--- src/shared/wake_lin_pkg.sv ---
// Shared constants and types for the wake pin and bus transceiver mode block.
// Assumes one 50 MHz clock on both ends; no imports, all uses are scoped.
package wake_lin_pkg;
  // ==========================================================================
  // Timing
  localparam int REF_CLK_MHZ        = 50;
  localparam int WAKE_FILT_MIN_US   = 10;
  localparam int WAKE_FILT_MAX_US   = 25;
  // Settle between min and max: 10 us rounded up, plus margin inside 25 us
  localparam int WAKE_FILT_CYC      = (WAKE_FILT_MIN_US * REF_CLK_MHZ) + 1;
  localparam int BUS_FILT_US        = 30;
  localparam int BUS_FILT_CYC       = BUS_FILT_US * REF_CLK_MHZ;
  localparam int NUM_XCVR           = 3;

  // ==========================================================================
  // Device command encoding (opcode in cmd[7:4], argument in cmd[3:0])
  localparam logic [3:0] OP_NOP       = 4'h0;
  localparam logic [3:0] OP_CHIP_MODE = 4'h1;
  localparam logic [3:0] OP_XCVR_MODE = 4'h2;
  localparam logic [3:0] OP_SLOPE     = 4'h3;
  localparam logic [3:0] OP_PIN_CFG   = 4'h4;
  localparam logic [3:0] OP_CLR_FLAGS = 4'h5;
  // Argument fields
  localparam int XCVR_SEL_POS  = 2;
  localparam int PIN_EN_POS    = 0;
  localparam int MASK_RISE_POS = 1;
  localparam int MASK_FALL_POS = 2;
  localparam int MASK_BUS_POS  = 3;

  // ==========================================================================
  // Status word (device to host), bit positions
  localparam int ST_LEVEL_POS  = 0;
  localparam int ST_FLAG_A_POS = 1;
  localparam int ST_FLAG_B_POS = 2;
  localparam int ST_BUS_POS    = 3;  // three bits, one per transceiver
  localparam int ST_SLOPE_POS  = 6;
  localparam int ST_MODE_POS   = 8;  // three bits

  // ==========================================================================
  // Wake source register at offset 0x0
  localparam logic [7:0] WAKE_SRC_OFS   = 8'h00;
  localparam logic [7:0] WAKE_SRC_RESET = 8'h00;
  localparam int WS_PIN_POS  = 0;
  localparam int WS_BUS_POS  = 1;

  // ==========================================================================
  // Host register offsets
  localparam logic [3:0] HR_CMD    = 4'h0;
  localparam logic [3:0] HR_STATUS = 4'h1;
  localparam logic [3:0] HR_WSRC   = 4'h2;
  localparam logic [3:0] HR_RXD    = 4'h3;

  typedef enum logic [2:0] {
    CHIP_INIT, CHIP_NORMAL, CHIP_STOP, CHIP_SLEEP,
    CHIP_RESTART, CHIP_FAILSAFE, CHIP_FLASH, CHIP_OFF
  } chip_mode_t;

  typedef enum logic [1:0] {
    XM_OFF, XM_WAKE, XM_NORMAL, XM_RXONLY
  } xcvr_mode_t;

  localparam logic SLOPE_LOW    = 1'b0;
  localparam logic SLOPE_NORMAL = 1'b1;
endpackage

--- src/shared/wake_lin_if.sv ---
// Link between the wake/mode device and its host controller.
// Assumes both ends on the same clock; the bench joins them.
`timescale 1ns/100ps
interface wake_lin_if;
  logic       cmd_valid;
  logic [7:0] cmd;
  logic [10:0] status;
  logic [7:0] wake_src;
  logic [2:0] rxd_n;
  logic       int_n;
  modport dev  (input cmd_valid, input cmd, output status, output wake_src,
                output rxd_n, output int_n);
  modport host (output cmd_valid, output cmd, input status, input wake_src,
                input rxd_n, input int_n);
endinterface

--- src/hdl/wake_lin_dev.sv ---
// Wake pin filter and transceiver mode control of the system basis chip.
// Assumes the host clears pin flags before Sleep and waits after commands.
//
// Local design decision: the plain strobed port.
`timescale 1ns/100ps
module wake_lin_dev #(
  parameter int NUM_XCVR  = wake_lin_pkg::NUM_XCVR,
  parameter int FILT_CYC  = wake_lin_pkg::WAKE_FILT_CYC,
  parameter int BFILT_CYC = wake_lin_pkg::BUS_FILT_CYC
) (
  // Clock and reset
  input  wire logic                i_ref_clk,
  input  wire logic                i_rst_b,
  // Host link
  wake_lin_if.dev                  link,
  // Analog side
  input  wire logic                i_wake_input_pin,
  input  wire logic [NUM_XCVR-1:0] i_bus_dom,
  input  wire logic                i_uv_off,
  input  wire logic                i_fail_safe_req,
  // Transceiver controls
  output logic [2*NUM_XCVR-1:0]    o_xcvr_mode,
  output logic                     o_slope
);
  // ==========================================================================
  // State
  typedef struct packed {
    logic [1:0]                pin_sync;
    logic [NUM_XCVR-1:0]       bus_s1;
    logic [NUM_XCVR-1:0]       bus_s2;
    logic                      pin_filt;
    logic [15:0]               pin_cnt;
    logic [NUM_XCVR-1:0][15:0] bus_cnt;
    logic                      en;
    logic                      mask_rise;
    logic                      mask_fall;
    logic                      mask_bus;
    logic                      flag_a;
    logic                      flag_b;
    logic [NUM_XCVR-1:0]       bus_flag;
    logic [NUM_XCVR-1:0]       bus_irq;
    logic [NUM_XCVR-1:0]       woke;
    logic [NUM_XCVR-1:0][1:0]  xm;
    logic                      slope;
    wake_lin_pkg::chip_mode_t  mode;
    logic [NUM_XCVR-1:0]       rxd_n;
    logic                      int_n;
    logic [7:0]                wsrc;
    logic [10:0]               status;
  } st_t;

  st_t s_r, s_nxt;

  function automatic logic is_active(wake_lin_pkg::chip_mode_t m);
    return m == wake_lin_pkg::CHIP_NORMAL || m == wake_lin_pkg::CHIP_STOP ||
           m == wake_lin_pkg::CHIP_FLASH;
  endfunction

  always_comb begin
    logic [3:0] op;
    logic [3:0] arg;
    logic       rise;
    logic       fall;
    logic       pin_ev;
    logic       bus_ev;
    int         sel;
    s_nxt  = s_r;
    op     = link.cmd_valid ? link.cmd[7:4] : wake_lin_pkg::OP_NOP;
    arg    = link.cmd[3:0];
    sel    = int'(arg[3:wake_lin_pkg::XCVR_SEL_POS]);
    rise   = 1'b0;
    fall   = 1'b0;
    bus_ev = 1'b0;
    s_nxt.pin_sync = {s_r.pin_sync[0], i_wake_input_pin};
    s_nxt.bus_s1   = i_bus_dom;
    s_nxt.bus_s2   = s_r.bus_s1;
    // Pin filter: level must differ for the whole window
    if (s_r.pin_sync[1] == s_r.pin_filt) begin
      s_nxt.pin_cnt = '0;
    end else if (s_r.pin_cnt == 16'(FILT_CYC - 1)) begin
      s_nxt.pin_cnt  = '0;
      s_nxt.pin_filt = s_r.pin_sync[1];
      rise = s_r.pin_sync[1];
      fall = ~s_r.pin_sync[1];
    end else begin
      s_nxt.pin_cnt = s_r.pin_cnt + 16'h0001;
    end
    pin_ev = (rise | fall) && s_r.mode != wake_lin_pkg::CHIP_OFF;
    // Commands
    unique case (op)
      wake_lin_pkg::OP_PIN_CFG: begin
        s_nxt.en        = arg[wake_lin_pkg::PIN_EN_POS];
        s_nxt.mask_rise = arg[wake_lin_pkg::MASK_RISE_POS];
        s_nxt.mask_fall = arg[wake_lin_pkg::MASK_FALL_POS];
        s_nxt.mask_bus  = arg[wake_lin_pkg::MASK_BUS_POS];
      end
      wake_lin_pkg::OP_CLR_FLAGS: begin
        s_nxt.flag_a   = 1'b0;
        s_nxt.flag_b   = 1'b0;
        s_nxt.bus_flag = '0;
        s_nxt.bus_irq  = '0;
        s_nxt.wsrc     = wake_lin_pkg::WAKE_SRC_RESET;
      end
      wake_lin_pkg::OP_SLOPE: begin
        if (s_r.mode == wake_lin_pkg::CHIP_NORMAL) begin
          s_nxt.slope = arg[0];
        end
      end
      wake_lin_pkg::OP_XCVR_MODE: begin
        if (sel < NUM_XCVR && s_r.mode != wake_lin_pkg::CHIP_FLASH &&
            s_r.mode != wake_lin_pkg::CHIP_FAILSAFE) begin
          unique case (arg[1:0])
            wake_lin_pkg::XM_WAKE: begin
              if (!s_r.woke[sel] && s_r.mode != wake_lin_pkg::CHIP_INIT) begin
                s_nxt.xm[sel] = wake_lin_pkg::XM_WAKE;
              end
            end
            wake_lin_pkg::XM_OFF: begin
              if (s_r.mode != wake_lin_pkg::CHIP_RESTART) begin
                s_nxt.xm[sel]   = wake_lin_pkg::XM_OFF;
                s_nxt.woke[sel] = 1'b0;
              end
            end
            default: begin
              if (s_r.mode == wake_lin_pkg::CHIP_NORMAL) begin
                s_nxt.xm[sel]    = arg[1:0];
                s_nxt.woke[sel]  = 1'b0;
                s_nxt.rxd_n[sel] = 1'b1;
              end
            end
          endcase
        end
      end
      wake_lin_pkg::OP_CHIP_MODE: begin
        if (arg[2:0] == 3'(wake_lin_pkg::CHIP_SLEEP) && (s_r.flag_a | s_r.flag_b)) begin
          s_nxt.mode = wake_lin_pkg::CHIP_RESTART;
        end else if (s_r.mode != wake_lin_pkg::CHIP_OFF) begin
          s_nxt.mode = wake_lin_pkg::chip_mode_t'(arg[2:0]);
        end
      end
      default: ;
    endcase
    // Bus wake detection per transceiver
    for (int i = 0; i < NUM_XCVR; i++) begin
      if (!s_r.bus_s2[i] || s_r.xm[i] != wake_lin_pkg::XM_WAKE || s_r.woke[i]) begin
        s_nxt.bus_cnt[i] = '0;
      end else if (s_r.bus_cnt[i] == 16'(BFILT_CYC - 1)) begin
        s_nxt.bus_cnt[i]  = '0;
        s_nxt.woke[i]     = 1'b1;
        s_nxt.bus_flag[i] = 1'b1;
        // Wakes out of quiet modes keep their flag but never interrupt
        if (is_active(s_r.mode)) s_nxt.bus_irq[i] = 1'b1;
        s_nxt.rxd_n[i]    = 1'b0;
        s_nxt.wsrc[wake_lin_pkg::WS_BUS_POS] = 1'b1;
        bus_ev = 1'b1;
      end else begin
        s_nxt.bus_cnt[i] = s_r.bus_cnt[i] + 16'h0001;
      end
    end
    // Pin wake reactions; set wins over clear
    if (pin_ev && s_r.en && is_active(s_r.mode)) begin
      if (rise) s_nxt.flag_a = 1'b1;
      if (fall) s_nxt.flag_b = 1'b1;
    end
    if (pin_ev && ((s_r.mode == wake_lin_pkg::CHIP_SLEEP && s_r.en) ||
                   s_r.mode == wake_lin_pkg::CHIP_FAILSAFE)) begin
      s_nxt.mode = wake_lin_pkg::CHIP_RESTART;
      s_nxt.wsrc[wake_lin_pkg::WS_PIN_POS] = 1'b1;
    end
    if (bus_ev && (s_r.mode == wake_lin_pkg::CHIP_SLEEP ||
                   s_r.mode == wake_lin_pkg::CHIP_FAILSAFE)) begin
      s_nxt.mode = wake_lin_pkg::CHIP_RESTART;
    end
    if (s_r.mode == wake_lin_pkg::CHIP_SLEEP && (s_r.flag_a | s_r.flag_b)) begin
      s_nxt.mode = wake_lin_pkg::CHIP_RESTART;
    end
    // Restart runs on to Normal once the wake is taken
    if (s_r.mode == wake_lin_pkg::CHIP_RESTART && op == wake_lin_pkg::OP_NOP) begin
      s_nxt.mode = wake_lin_pkg::CHIP_NORMAL;
    end
    if (i_uv_off) begin
      s_nxt.mode = wake_lin_pkg::CHIP_OFF;
    end else if (s_r.mode == wake_lin_pkg::CHIP_OFF) begin
      s_nxt.mode = wake_lin_pkg::CHIP_INIT;
    end else if (i_fail_safe_req) begin
      s_nxt.mode = wake_lin_pkg::CHIP_FAILSAFE;
    end
    // Automatic transceiver modes follow the chip mode
    for (int i = 0; i < NUM_XCVR; i++) begin
      if (s_nxt.mode == wake_lin_pkg::CHIP_FLASH) begin
        s_nxt.xm[i] = wake_lin_pkg::XM_NORMAL;
      end else if (s_nxt.mode == wake_lin_pkg::CHIP_FAILSAFE && !s_nxt.woke[i]) begin
        s_nxt.xm[i] = wake_lin_pkg::XM_WAKE;
      end else if (s_nxt.mode == wake_lin_pkg::CHIP_INIT) begin
        s_nxt.xm[i] = wake_lin_pkg::XM_OFF;
      end
    end
    // Interrupt only in modes that keep running; Restart holds it high
    s_nxt.int_n = ~(is_active(s_nxt.mode) &&
                    ((s_nxt.flag_a & ~s_nxt.mask_rise) |
                     (s_nxt.flag_b & ~s_nxt.mask_fall) |
                     ((|s_nxt.bus_irq) & ~s_nxt.mask_bus)));
    s_nxt.status = '0;
    s_nxt.status[wake_lin_pkg::ST_LEVEL_POS]  = is_active(s_nxt.mode) & s_nxt.pin_filt;
    s_nxt.status[wake_lin_pkg::ST_FLAG_A_POS] = s_nxt.flag_a;
    s_nxt.status[wake_lin_pkg::ST_FLAG_B_POS] = s_nxt.flag_b;
    s_nxt.status[wake_lin_pkg::ST_BUS_POS +: 3] = 3'(s_nxt.bus_flag);
    s_nxt.status[wake_lin_pkg::ST_SLOPE_POS]  = s_nxt.slope;
    s_nxt.status[wake_lin_pkg::ST_MODE_POS +: 3] = s_nxt.mode;
  end

  always_ff @(posedge i_ref_clk or negedge i_rst_b) begin
    if (!i_rst_b) begin
      s_r       <= '0;
      s_r.slope <= wake_lin_pkg::SLOPE_LOW;
      s_r.mode  <= wake_lin_pkg::CHIP_INIT;
      s_r.rxd_n <= '1;
      s_r.int_n <= 1'b1;
      s_r.wsrc  <= wake_lin_pkg::WAKE_SRC_RESET;
      s_r.status[wake_lin_pkg::ST_MODE_POS +: 3] <= wake_lin_pkg::CHIP_INIT;
    end else begin
      s_r <= s_nxt;
    end
  end

  assign link.status   = s_r.status;
  assign link.wake_src = s_r.wsrc;
  assign link.rxd_n    = 3'(s_r.rxd_n);
  assign link.int_n    = s_r.int_n;
  assign o_xcvr_mode   = s_r.xm;
  assign o_slope       = s_r.slope;
endmodule

--- src/flat_wrapper.sv ---
// flat-port wrapper written by rule: the top's interface ports become plain ports
module wake_lin_dev_flat 
#(
  parameter int NUM_XCVR  = wake_lin_pkg::NUM_XCVR,
  parameter int FILT_CYC  = wake_lin_pkg::WAKE_FILT_CYC,
  parameter int BFILT_CYC = wake_lin_pkg::BUS_FILT_CYC
)
  (i_ref_clk, i_rst_b, i_wake_input_pin, i_bus_dom, i_uv_off, i_fail_safe_req, o_xcvr_mode, o_slope, link_cmd_valid, link_cmd, link_status, link_wake_src, link_rxd_n, link_int_n);
  wake_lin_if link_i ();
  input  wire logic i_ref_clk;
  input  wire logic i_rst_b;
  input  wire logic i_wake_input_pin;
  input  wire logic [NUM_XCVR-1:0] i_bus_dom;
  input  wire logic i_uv_off;
  input  wire logic i_fail_safe_req;
  output logic [2*NUM_XCVR-1:0] o_xcvr_mode;
  output logic o_slope;
  input wire logic [$bits(link_i.cmd_valid)-1:0] link_cmd_valid;
  input wire logic [$bits(link_i.cmd)-1:0] link_cmd;
  output wire logic [$bits(link_i.status)-1:0] link_status;
  output wire logic [$bits(link_i.wake_src)-1:0] link_wake_src;
  output wire logic [$bits(link_i.rxd_n)-1:0] link_rxd_n;
  output wire logic [$bits(link_i.int_n)-1:0] link_int_n;
  assign link_i.cmd_valid = link_cmd_valid;
  assign link_i.cmd = link_cmd;
  assign link_status = link_i.status;
  assign link_wake_src = link_i.wake_src;
  assign link_rxd_n = link_i.rxd_n;
  assign link_int_n = link_i.int_n;
  wake_lin_dev #(.NUM_XCVR(NUM_XCVR), .FILT_CYC(FILT_CYC), .BFILT_CYC(BFILT_CYC)) u_core (.i_ref_clk(i_ref_clk), .i_rst_b(i_rst_b), .link(link_i), .i_wake_input_pin(i_wake_input_pin), .i_bus_dom(i_bus_dom), .i_uv_off(i_uv_off), .i_fail_safe_req(i_fail_safe_req), .o_xcvr_mode(o_xcvr_mode), .o_slope(o_slope));
endmodule
--- config.mk ---
export PLATFORM = sky130hd
export DESIGN_NAME = wake_lin_dev_flat
export DESIGN_NICKNAME = d
export VERILOG_FILES = /design/src/shared/wake_lin_pkg.sv /design/src/shared/wake_lin_if.sv /design/src/hdl/wake_lin_dev.sv /design/src/flat_wrapper.sv
export SDC_FILE = /design/constraint.sdc
export NUM_CORES = 1
export LEC_CHECK = 0
export ABC_CLOCK_PERIOD_IN_PS = 4700
export BUFFER_PORTS_ARGS = -buffer_cell sky130_fd_sc_hd__buf_2
export CORE_MARGIN = 2
export CORE_UTILIZATION = 65
export CTS_BUF_LIST = sky130_fd_sc_hd__clkbuf_4 sky130_fd_sc_hd__clkbuf_8
export DETAILED_ROUTE_END_ITERATION = 8
export HOLD_SLACK_MARGIN = 0.08
export PLACE_DENSITY_LB_ADDON = 0.25
export SETUP_SLACK_MARGIN = 0.02
export SLEW_MARGIN = 0
export SYNTH_ARGS = -nofsm -noshare
export SYNTH_HDL_FRONTEND = slang
export SYNTH_SLANG_ARGS = --single-unit
--- constraint.sdc ---
create_clock -name i_ref_clk -period 4.7 [get_ports i_ref_clk]
set_clock_uncertainty 0.2 [all_clocks]
set_input_delay 0.235 -clock i_ref_clk [delete_from_list [all_inputs] [get_ports i_ref_clk]]
set_output_delay 0.235 -clock i_ref_clk [all_outputs]
set_load 0.1 [all_outputs]
Word-level counts from Yosys, hierarchy flattened
Index checks and enable logic that the tools add are counted.
Operators by class
  reductions and logical operators: 55
  order comparisons: 3
  mux-type cells: 100
  add/sub/neg operators: 4
  bitwise logic cells: 21
  eq/ne operators: 36
Operator list (count)
  $mux 16: 8
  $add 16x1->16 const B: 4
  $mux 1: 52
  $eq 16x11->1 const B: 3
  $mux 3: 15
  $mux 9: 4
  $ne 5x1->1 const B: 6
  $mux 2: 12
  $reduce_bool 4->1: 6
  $eq 3x3->1 const B: 6
  $reduce_bool 6->1: 3
  $logic_and 1x1->1: 17
  $eq 16x9->1 const B: 1
  $reduce_and 5->1: 3
  $eq 3x2->1 const B: 4
  $logic_or 1x1->1: 12
  $ne 3x3->1 const B: 4
  $pmux 6 s2: 1
  $eq 4x2->1 const B: 2
  $eq 4x3->1 const B: 2
  $mux 8: 1
  $logic_not 1->1: 7
  $and 3x3->3: 2
  $and 6x6->6: 1
  28 further kinds: 43
Word-level totals
  output and inout bits: 30
  bits of input ports: 17
  register bits: 114

Depth between registers and ports, before layout
  depth after elaboration: 20
  depth in mapped cells: 10
  depth with buffers taken out: 10

Worst setup path before layout
Ideal clock, no wire load.
  kind: register -> register
  start point: register u_core.s_r[64] (netlist name)
  end point: register u_core.s_r, in the netlist u_core.o_xcvr_mode[0]
  stages on the path, launching flop included: 10
  buffers on the path: 0
  arrival: 2.403 ns
  library setup time: 0.126 ns
  required time: 4.374 ns
  slack: 1.971 ns
  cells stage by stage: dfrtp_1 > ha_1 > and4bb_4 > nand4_4 > nor2_4 > o31a_1 > o41ai_2 > a31oi_4 > a211o_1 > a221o_1
On the way
  word-level cells in the longest chain between the ends: 16
RTL lines
  start, declared: RTL line wake_lin_dev.sv:52  | st_t s_r, s_nxt;
  start signal, assigned: RTL line wake_lin_dev.sv:222  | s_r <= s_nxt;
  $eq 16x11->1 *: RTL line wake_lin_dev.sv:147  | end else if (s_r.bus_cnt[i] == 16'(BFILT_CYC - 1)) begin
  $mux 1 *: RTL line wake_lin_dev.sv:147
  $mux 1 *: RTL line wake_lin_dev.sv:145  | if (!s_r.bus_s2[i] || s_r.xm[i] != wake_lin_pkg::XM_WAKE || s_r.woke[i]) begin
  $mux 1: RTL line wake_lin_dev.sv:147
  $mux 1 *: RTL line wake_lin_dev.sv:145
  $logic_and 1x1->1 *: RTL line wake_lin_dev.sv:170  | if (bus_ev && (s_r.mode == wake_lin_pkg::CHIP_SLEEP ||
  $mux 3 *: RTL line wake_lin_dev.sv:170
  $mux 3 *: RTL line wake_lin_dev.sv:174  | if (s_r.mode == wake_lin_pkg::CHIP_SLEEP && (s_r.flag_a | s_r.flag_b)) begin
  $mux 3 *: RTL line wake_lin_dev.sv:178  | if (s_r.mode == wake_lin_pkg::CHIP_RESTART && op == wake_lin_pkg::OP_NOP) begin
  $mux 3 *: RTL line wake_lin_dev.sv:185  | end else if (i_fail_safe_req) begin
  $mux 3 *: RTL line wake_lin_dev.sv:183  | end else if (s_r.mode == wake_lin_pkg::CHIP_OFF) begin
  $mux 3 *: RTL line wake_lin_dev.sv:181  | if (i_uv_off) begin
  $eq 3x3->1 / $logic_not 3->1 (equally long branches): RTL line wake_lin_dev.sv:192, wake_lin_dev.sv:194
  $logic_and 1x1->1 / $mux 2 (equally long branches): RTL line wake_lin_dev.sv:192, wake_lin_dev.sv:194
  $ne 5x1->1 (no line), or another cell as far along
  $reduce_and 5->1 (no line) / $mux 2 (equally long branches)
Every way passes the cells marked *; elsewhere a longest branch is shown, timed or not.
A chain may end at the register's enable or synchronous reset.

Worst setup path in the final report
  start point: register u_core.s_r[48] (netlist name)
  end point: register u_core.s_r, in the netlist u_core.o_xcvr_mode[3]
On the way
  word-level cells in the longest chain between the ends: 18
RTL lines (RTL line)
  $eq 16x11->1 *: wake_lin_dev.sv:147
  $mux 1 *: wake_lin_dev.sv:147
  $mux 1 *: wake_lin_dev.sv:145
  $mux 1: wake_lin_dev.sv:147
  $mux 1 *: wake_lin_dev.sv:145
  $mux 1: wake_lin_dev.sv:147
  $mux 1 *: wake_lin_dev.sv:145
  $logic_and 1x1->1 *: wake_lin_dev.sv:170
  [... 2 more ...]
  $mux 3 *: wake_lin_dev.sv:178
  $mux 3 *: wake_lin_dev.sv:185
  $mux 3 *: wake_lin_dev.sv:183
  $mux 3 *: wake_lin_dev.sv:181
  $eq 3x3->1 / $logic_not 3->1 (equally long branches): wake_lin_dev.sv:192, wake_lin_dev.sv:194
  $logic_and 1x1->1 / $mux 2 (equally long branches): wake_lin_dev.sv:192, wake_lin_dev.sv:194
  $ne 5x1->1 (no line), or another cell as far along
  $reduce_and 5->1 (no line) / $mux 2 (equally long branches)
Marks and branches as above.

==> metrics.md <==
| Metric | Value |
|---|---|
| Status | completed |
| Final Max Slew Viols | 0 |
| TritonCTS sink count | 105 |
| Syn Area/Cell | 9.88 um2 |
| Crit-path cells | ha_1, and4b_1, nand4_2, nor2_4, o31a_1, o41ai_1, a31oi_1, a41oi_1, a221oi_1 |
| DR WL met3 | 431 um |
| Sequential area share after synthesis | 0.471 |
| Chip width | between 90 and 100 um |
| Storage element area | ~2600 um2 |
| CP delay by family, top | compound AO/OA/AOI/OAI gates |
| Total Wirelength | roughly 11000 um |
| Wl on met1 | 4870 um |
| Worst-path maximum fanout | 6 |
| CP Buf/Inv Count | 0 |
| Final instance area | 5940 um2 |
| Crit path kind | reg2reg |
| Synth Register Bits | 105 |
| Core area | 8260 um2 |
| DR WL/cell | roughly 16 um |
| Worst EP arrival | roughly 3.1 ns |
| Number of global-route vias before repair | 4099 |
| Via count | ~4200 |
| Final HPWL DP | 8060 um |
| Pre-Repair DR Iteration Count | 7 |
| # diodes | 0 |
| Worst Max-Slew Pin Slew | 1.08 ns |
| Post-DP Area | 5660 um2 |
| Routability cong. | 0.944 |
| Total track usage | 0.245 |
| CP Data Required Time | 4.71 ns |
| Max_cap viols | 0 |
| Area of the multi-input gates | about 2600 um2 |
| Cell Area, Synth | 5590 um2 |
| Peak supply drop | 0.236 mV |
| IO buf count | 39 |
| CP Launch Type | flip-flop |
| Max Fclk | roughly 330 MHz |
| Max clock buf depth | 2 |
| Clk slew on worst S/H paths | 0.10 ns |
| Num CTS Buffers | 9 |
| Synth area leader | dfrtp_1 |
| CTS Root Cell | clkbuf_8 |
| Yosys top cell area share | 0.452 |
| Hold WS | approximately 0.15 ns |
| Synth unique cells | between 70 and 80 |
| First-pass GRT wire length | 19000 um |
| ANT nets after route | 0 |
| H-tree depth | 3 |
| Die area | 9360 um2 |
| Fin nets | 612 |
| Final Total Pwr | 0.00195 W |
| Top Metal Used | met4 |
| Largest net degree at the start of global routing | 56 |
| Max_slew headroom | 0.280 |
| CTS tree | done |
| Setup Total Neg Slack | 0 ns |
| Fillers | between 600 and 700 |
| Min-delay worst type | in2reg |
| Fin crit share | 0.651 |
| Final setup vio count | 0 |
| Clk_lat worst skew | around 0.37 ns |
| Delay of the slowest cell on the worst path | 0.46 ns |
| Initial Util | 0.677 |
| Die H | 96.8 um |
| Hold Fails Final Rpt | 0 |
| Synth warn | 0 |
| Placement Rows | 33 |
| Post-route DRC violation count | 0 |
| Postcts setup bufs | 0 |
| Synth top area cells | dfrtp_1 45%, nor2_1 6.0%, xor2_1 5.3%, xnor2_1 4.1%, buf_4 3.8% |
| Drt via density | 5.97 |
| Power per cell area | 328 nW/um2 |
| Ports | 47 |
| Initial DRC Count | 352 |
| Min Tclk post-route | between 3 and 4 ns |
| Post-synth ARST share | 1.00 |
| CP max-delay cell | o41ai_1 |
| Lkg Pwr | 2.63 nW |
| GR Overflow Total | 0 |
| Met2 WL | ~5700 um |
| Layout area overhead | 6.22% |
| RSZ-0062 raised after global routing | false |
| Share of cells above drive strength 1 | 0.161 |
| Crit. End Element | flip-flop |
| Synth Instances | between 500 and 600 |
| Primary FF master, synth | dfrtp_1 |
| Final core utilization | 0.719 |
| Initial antenna violation count | 0 |
| Post-synth EDFFs | 0 |
## layer usage
metal,vias to the layer above,GRT usage
met5,-,0
met4,0,0.0834
met3,21,0.0426
met2,121,0.423
met1,2047,0.314
li1,1987,-
## kinds of logic after synthesis
| kind of cell | Yosys count | synth area share |
|---|---|---|
| compound gates | 77 | 0.102 |
| xor+xnor | 60 | 0.0940 |
| fa+ha+maj | 5 | 0.0112 |
| buf+inv | 58 | 0.0627 |
| flops | 105 | 0.471 |
| mux | 9 | 0.0168 |
| other cells | 1 | 0.000671 |
| simple gates | 251 | 0.242 |
## through the flow
step,instances,worst slack (ns)
floorplan,572,1.97
global placement,675,1.80
detailed placement,675,1.75
CTS,700,1.68
global route,700,1.49
finish,700,1.64
## placed cells by master, fill, tap and decap left out, drive strengths merged, types with 3 or more instances in the layout
cell type / n
o22ai: 3
a31oi: 5
nor4: 6
nor2b: 5
and3: 25
xnor2: 26
buf: 40
o31ai: 3
xor2: 34
o41ai: 4
nor3: 5
or4b: 3
nand4: 7
a21o: 4
mux2: 3
o21ai: 20
a22o: 5
or2: 6
nor3b: 3
dfrtp: 101
nand2: 39
nor4b: 4
a21oi: 13
and4: 3
mux2i: 6
nand3: 33
ha: 5
nor2: 94
dfstp: 4
conb: 7
clkinv: 4
dlygate4sd3: 9
inv: 18
clkbuf: 10
nor4bb: 6
## path summary, 6_finish.rpt
check	startpoint	cells past startpoint	end	slack, ns
hold reg to reg	u_core.s_nxt[113]	0	u_core.s_r[113]	0.16
hold / removal	link_cmd[5]	4	u_core.s_r[45]	0.15
max in group asynchronous	i_rst_b	3	u_core.s_r[49]	2.95
min in group asynchronous	i_rst_b	2	u_core.s_r[61]	0.21
setup reg to reg	u_core.s_r[48]	9	u_core.o_xcvr_mode[3]	1.64
setup / recovery	u_core.s_r[48]	9	u_core.o_xcvr_mode[3]	1.64
## cell usage after synthesis, types with 3 or more instances
cell type,n
dfrtp_1,101
nor2_1,90
nand2_1,38
xor2_1,34
nand3_1,33
buf_4,28
xnor2_1,26
and3_1,22
inv_1,16
o21ai_0,16
a21oi_1,13
clkbuf_1,9
mux2i_1,6
nor4bb_1,6
ha_1,5
nand4_1,5
nor4_1,5
a22o_1,4
a31oi_1,4
dfstp_2,4
nor2b_1,4
nor3_1,4
nor4b_1,4
or2_2,4
and3_2,3
and4_1,3
mux2_2,3
nor3b_1,3
o22ai_1,3
o31ai_1,3
o41ai_1,3
## layout make-up
type / instances / share of cell area
clock buffers: 10 / 0.0232
clock inverters: 6 / 0.00864
inverters: 16 / 0.0101
multi-input cells: 409 / 0.443
flip-flops and latches: 105 / 0.443
well taps: 105 / 0.0221
repair buffers: 49 / 0.0497
## report_power, final
part / switching [W] / internal [W]
clock network: 0.000316 / 0.000215
registers: 0.0000461 / 0.000943
logic: 0.000340 / 0.0000902
total: 0.000702 / 0.00125
## registers in the layout (all words and copies together), names as in the netlist
register,cells
u_core.o_xcvr_mode,6
u_core.s_r,83
u_core.link.wake_src,2
u_core.s_nxt,4
u_core.link.status,6
u_core.link.rxd_n,3
u_core.link.int_n,1
## tightest hold or removal path: cells and delay by family
family	cells	cell delay (ns)
buf+inv	2	0.19
mux	1	0.15
simple gates	1	0.11
## what timing repair did
action	4_1_cts	5_1_grt
resized for setup	0	0
endpoints found under the hold margin	61	0
hold buffers	9	0
No activity file was read; power rests on OpenSTA's default activity.
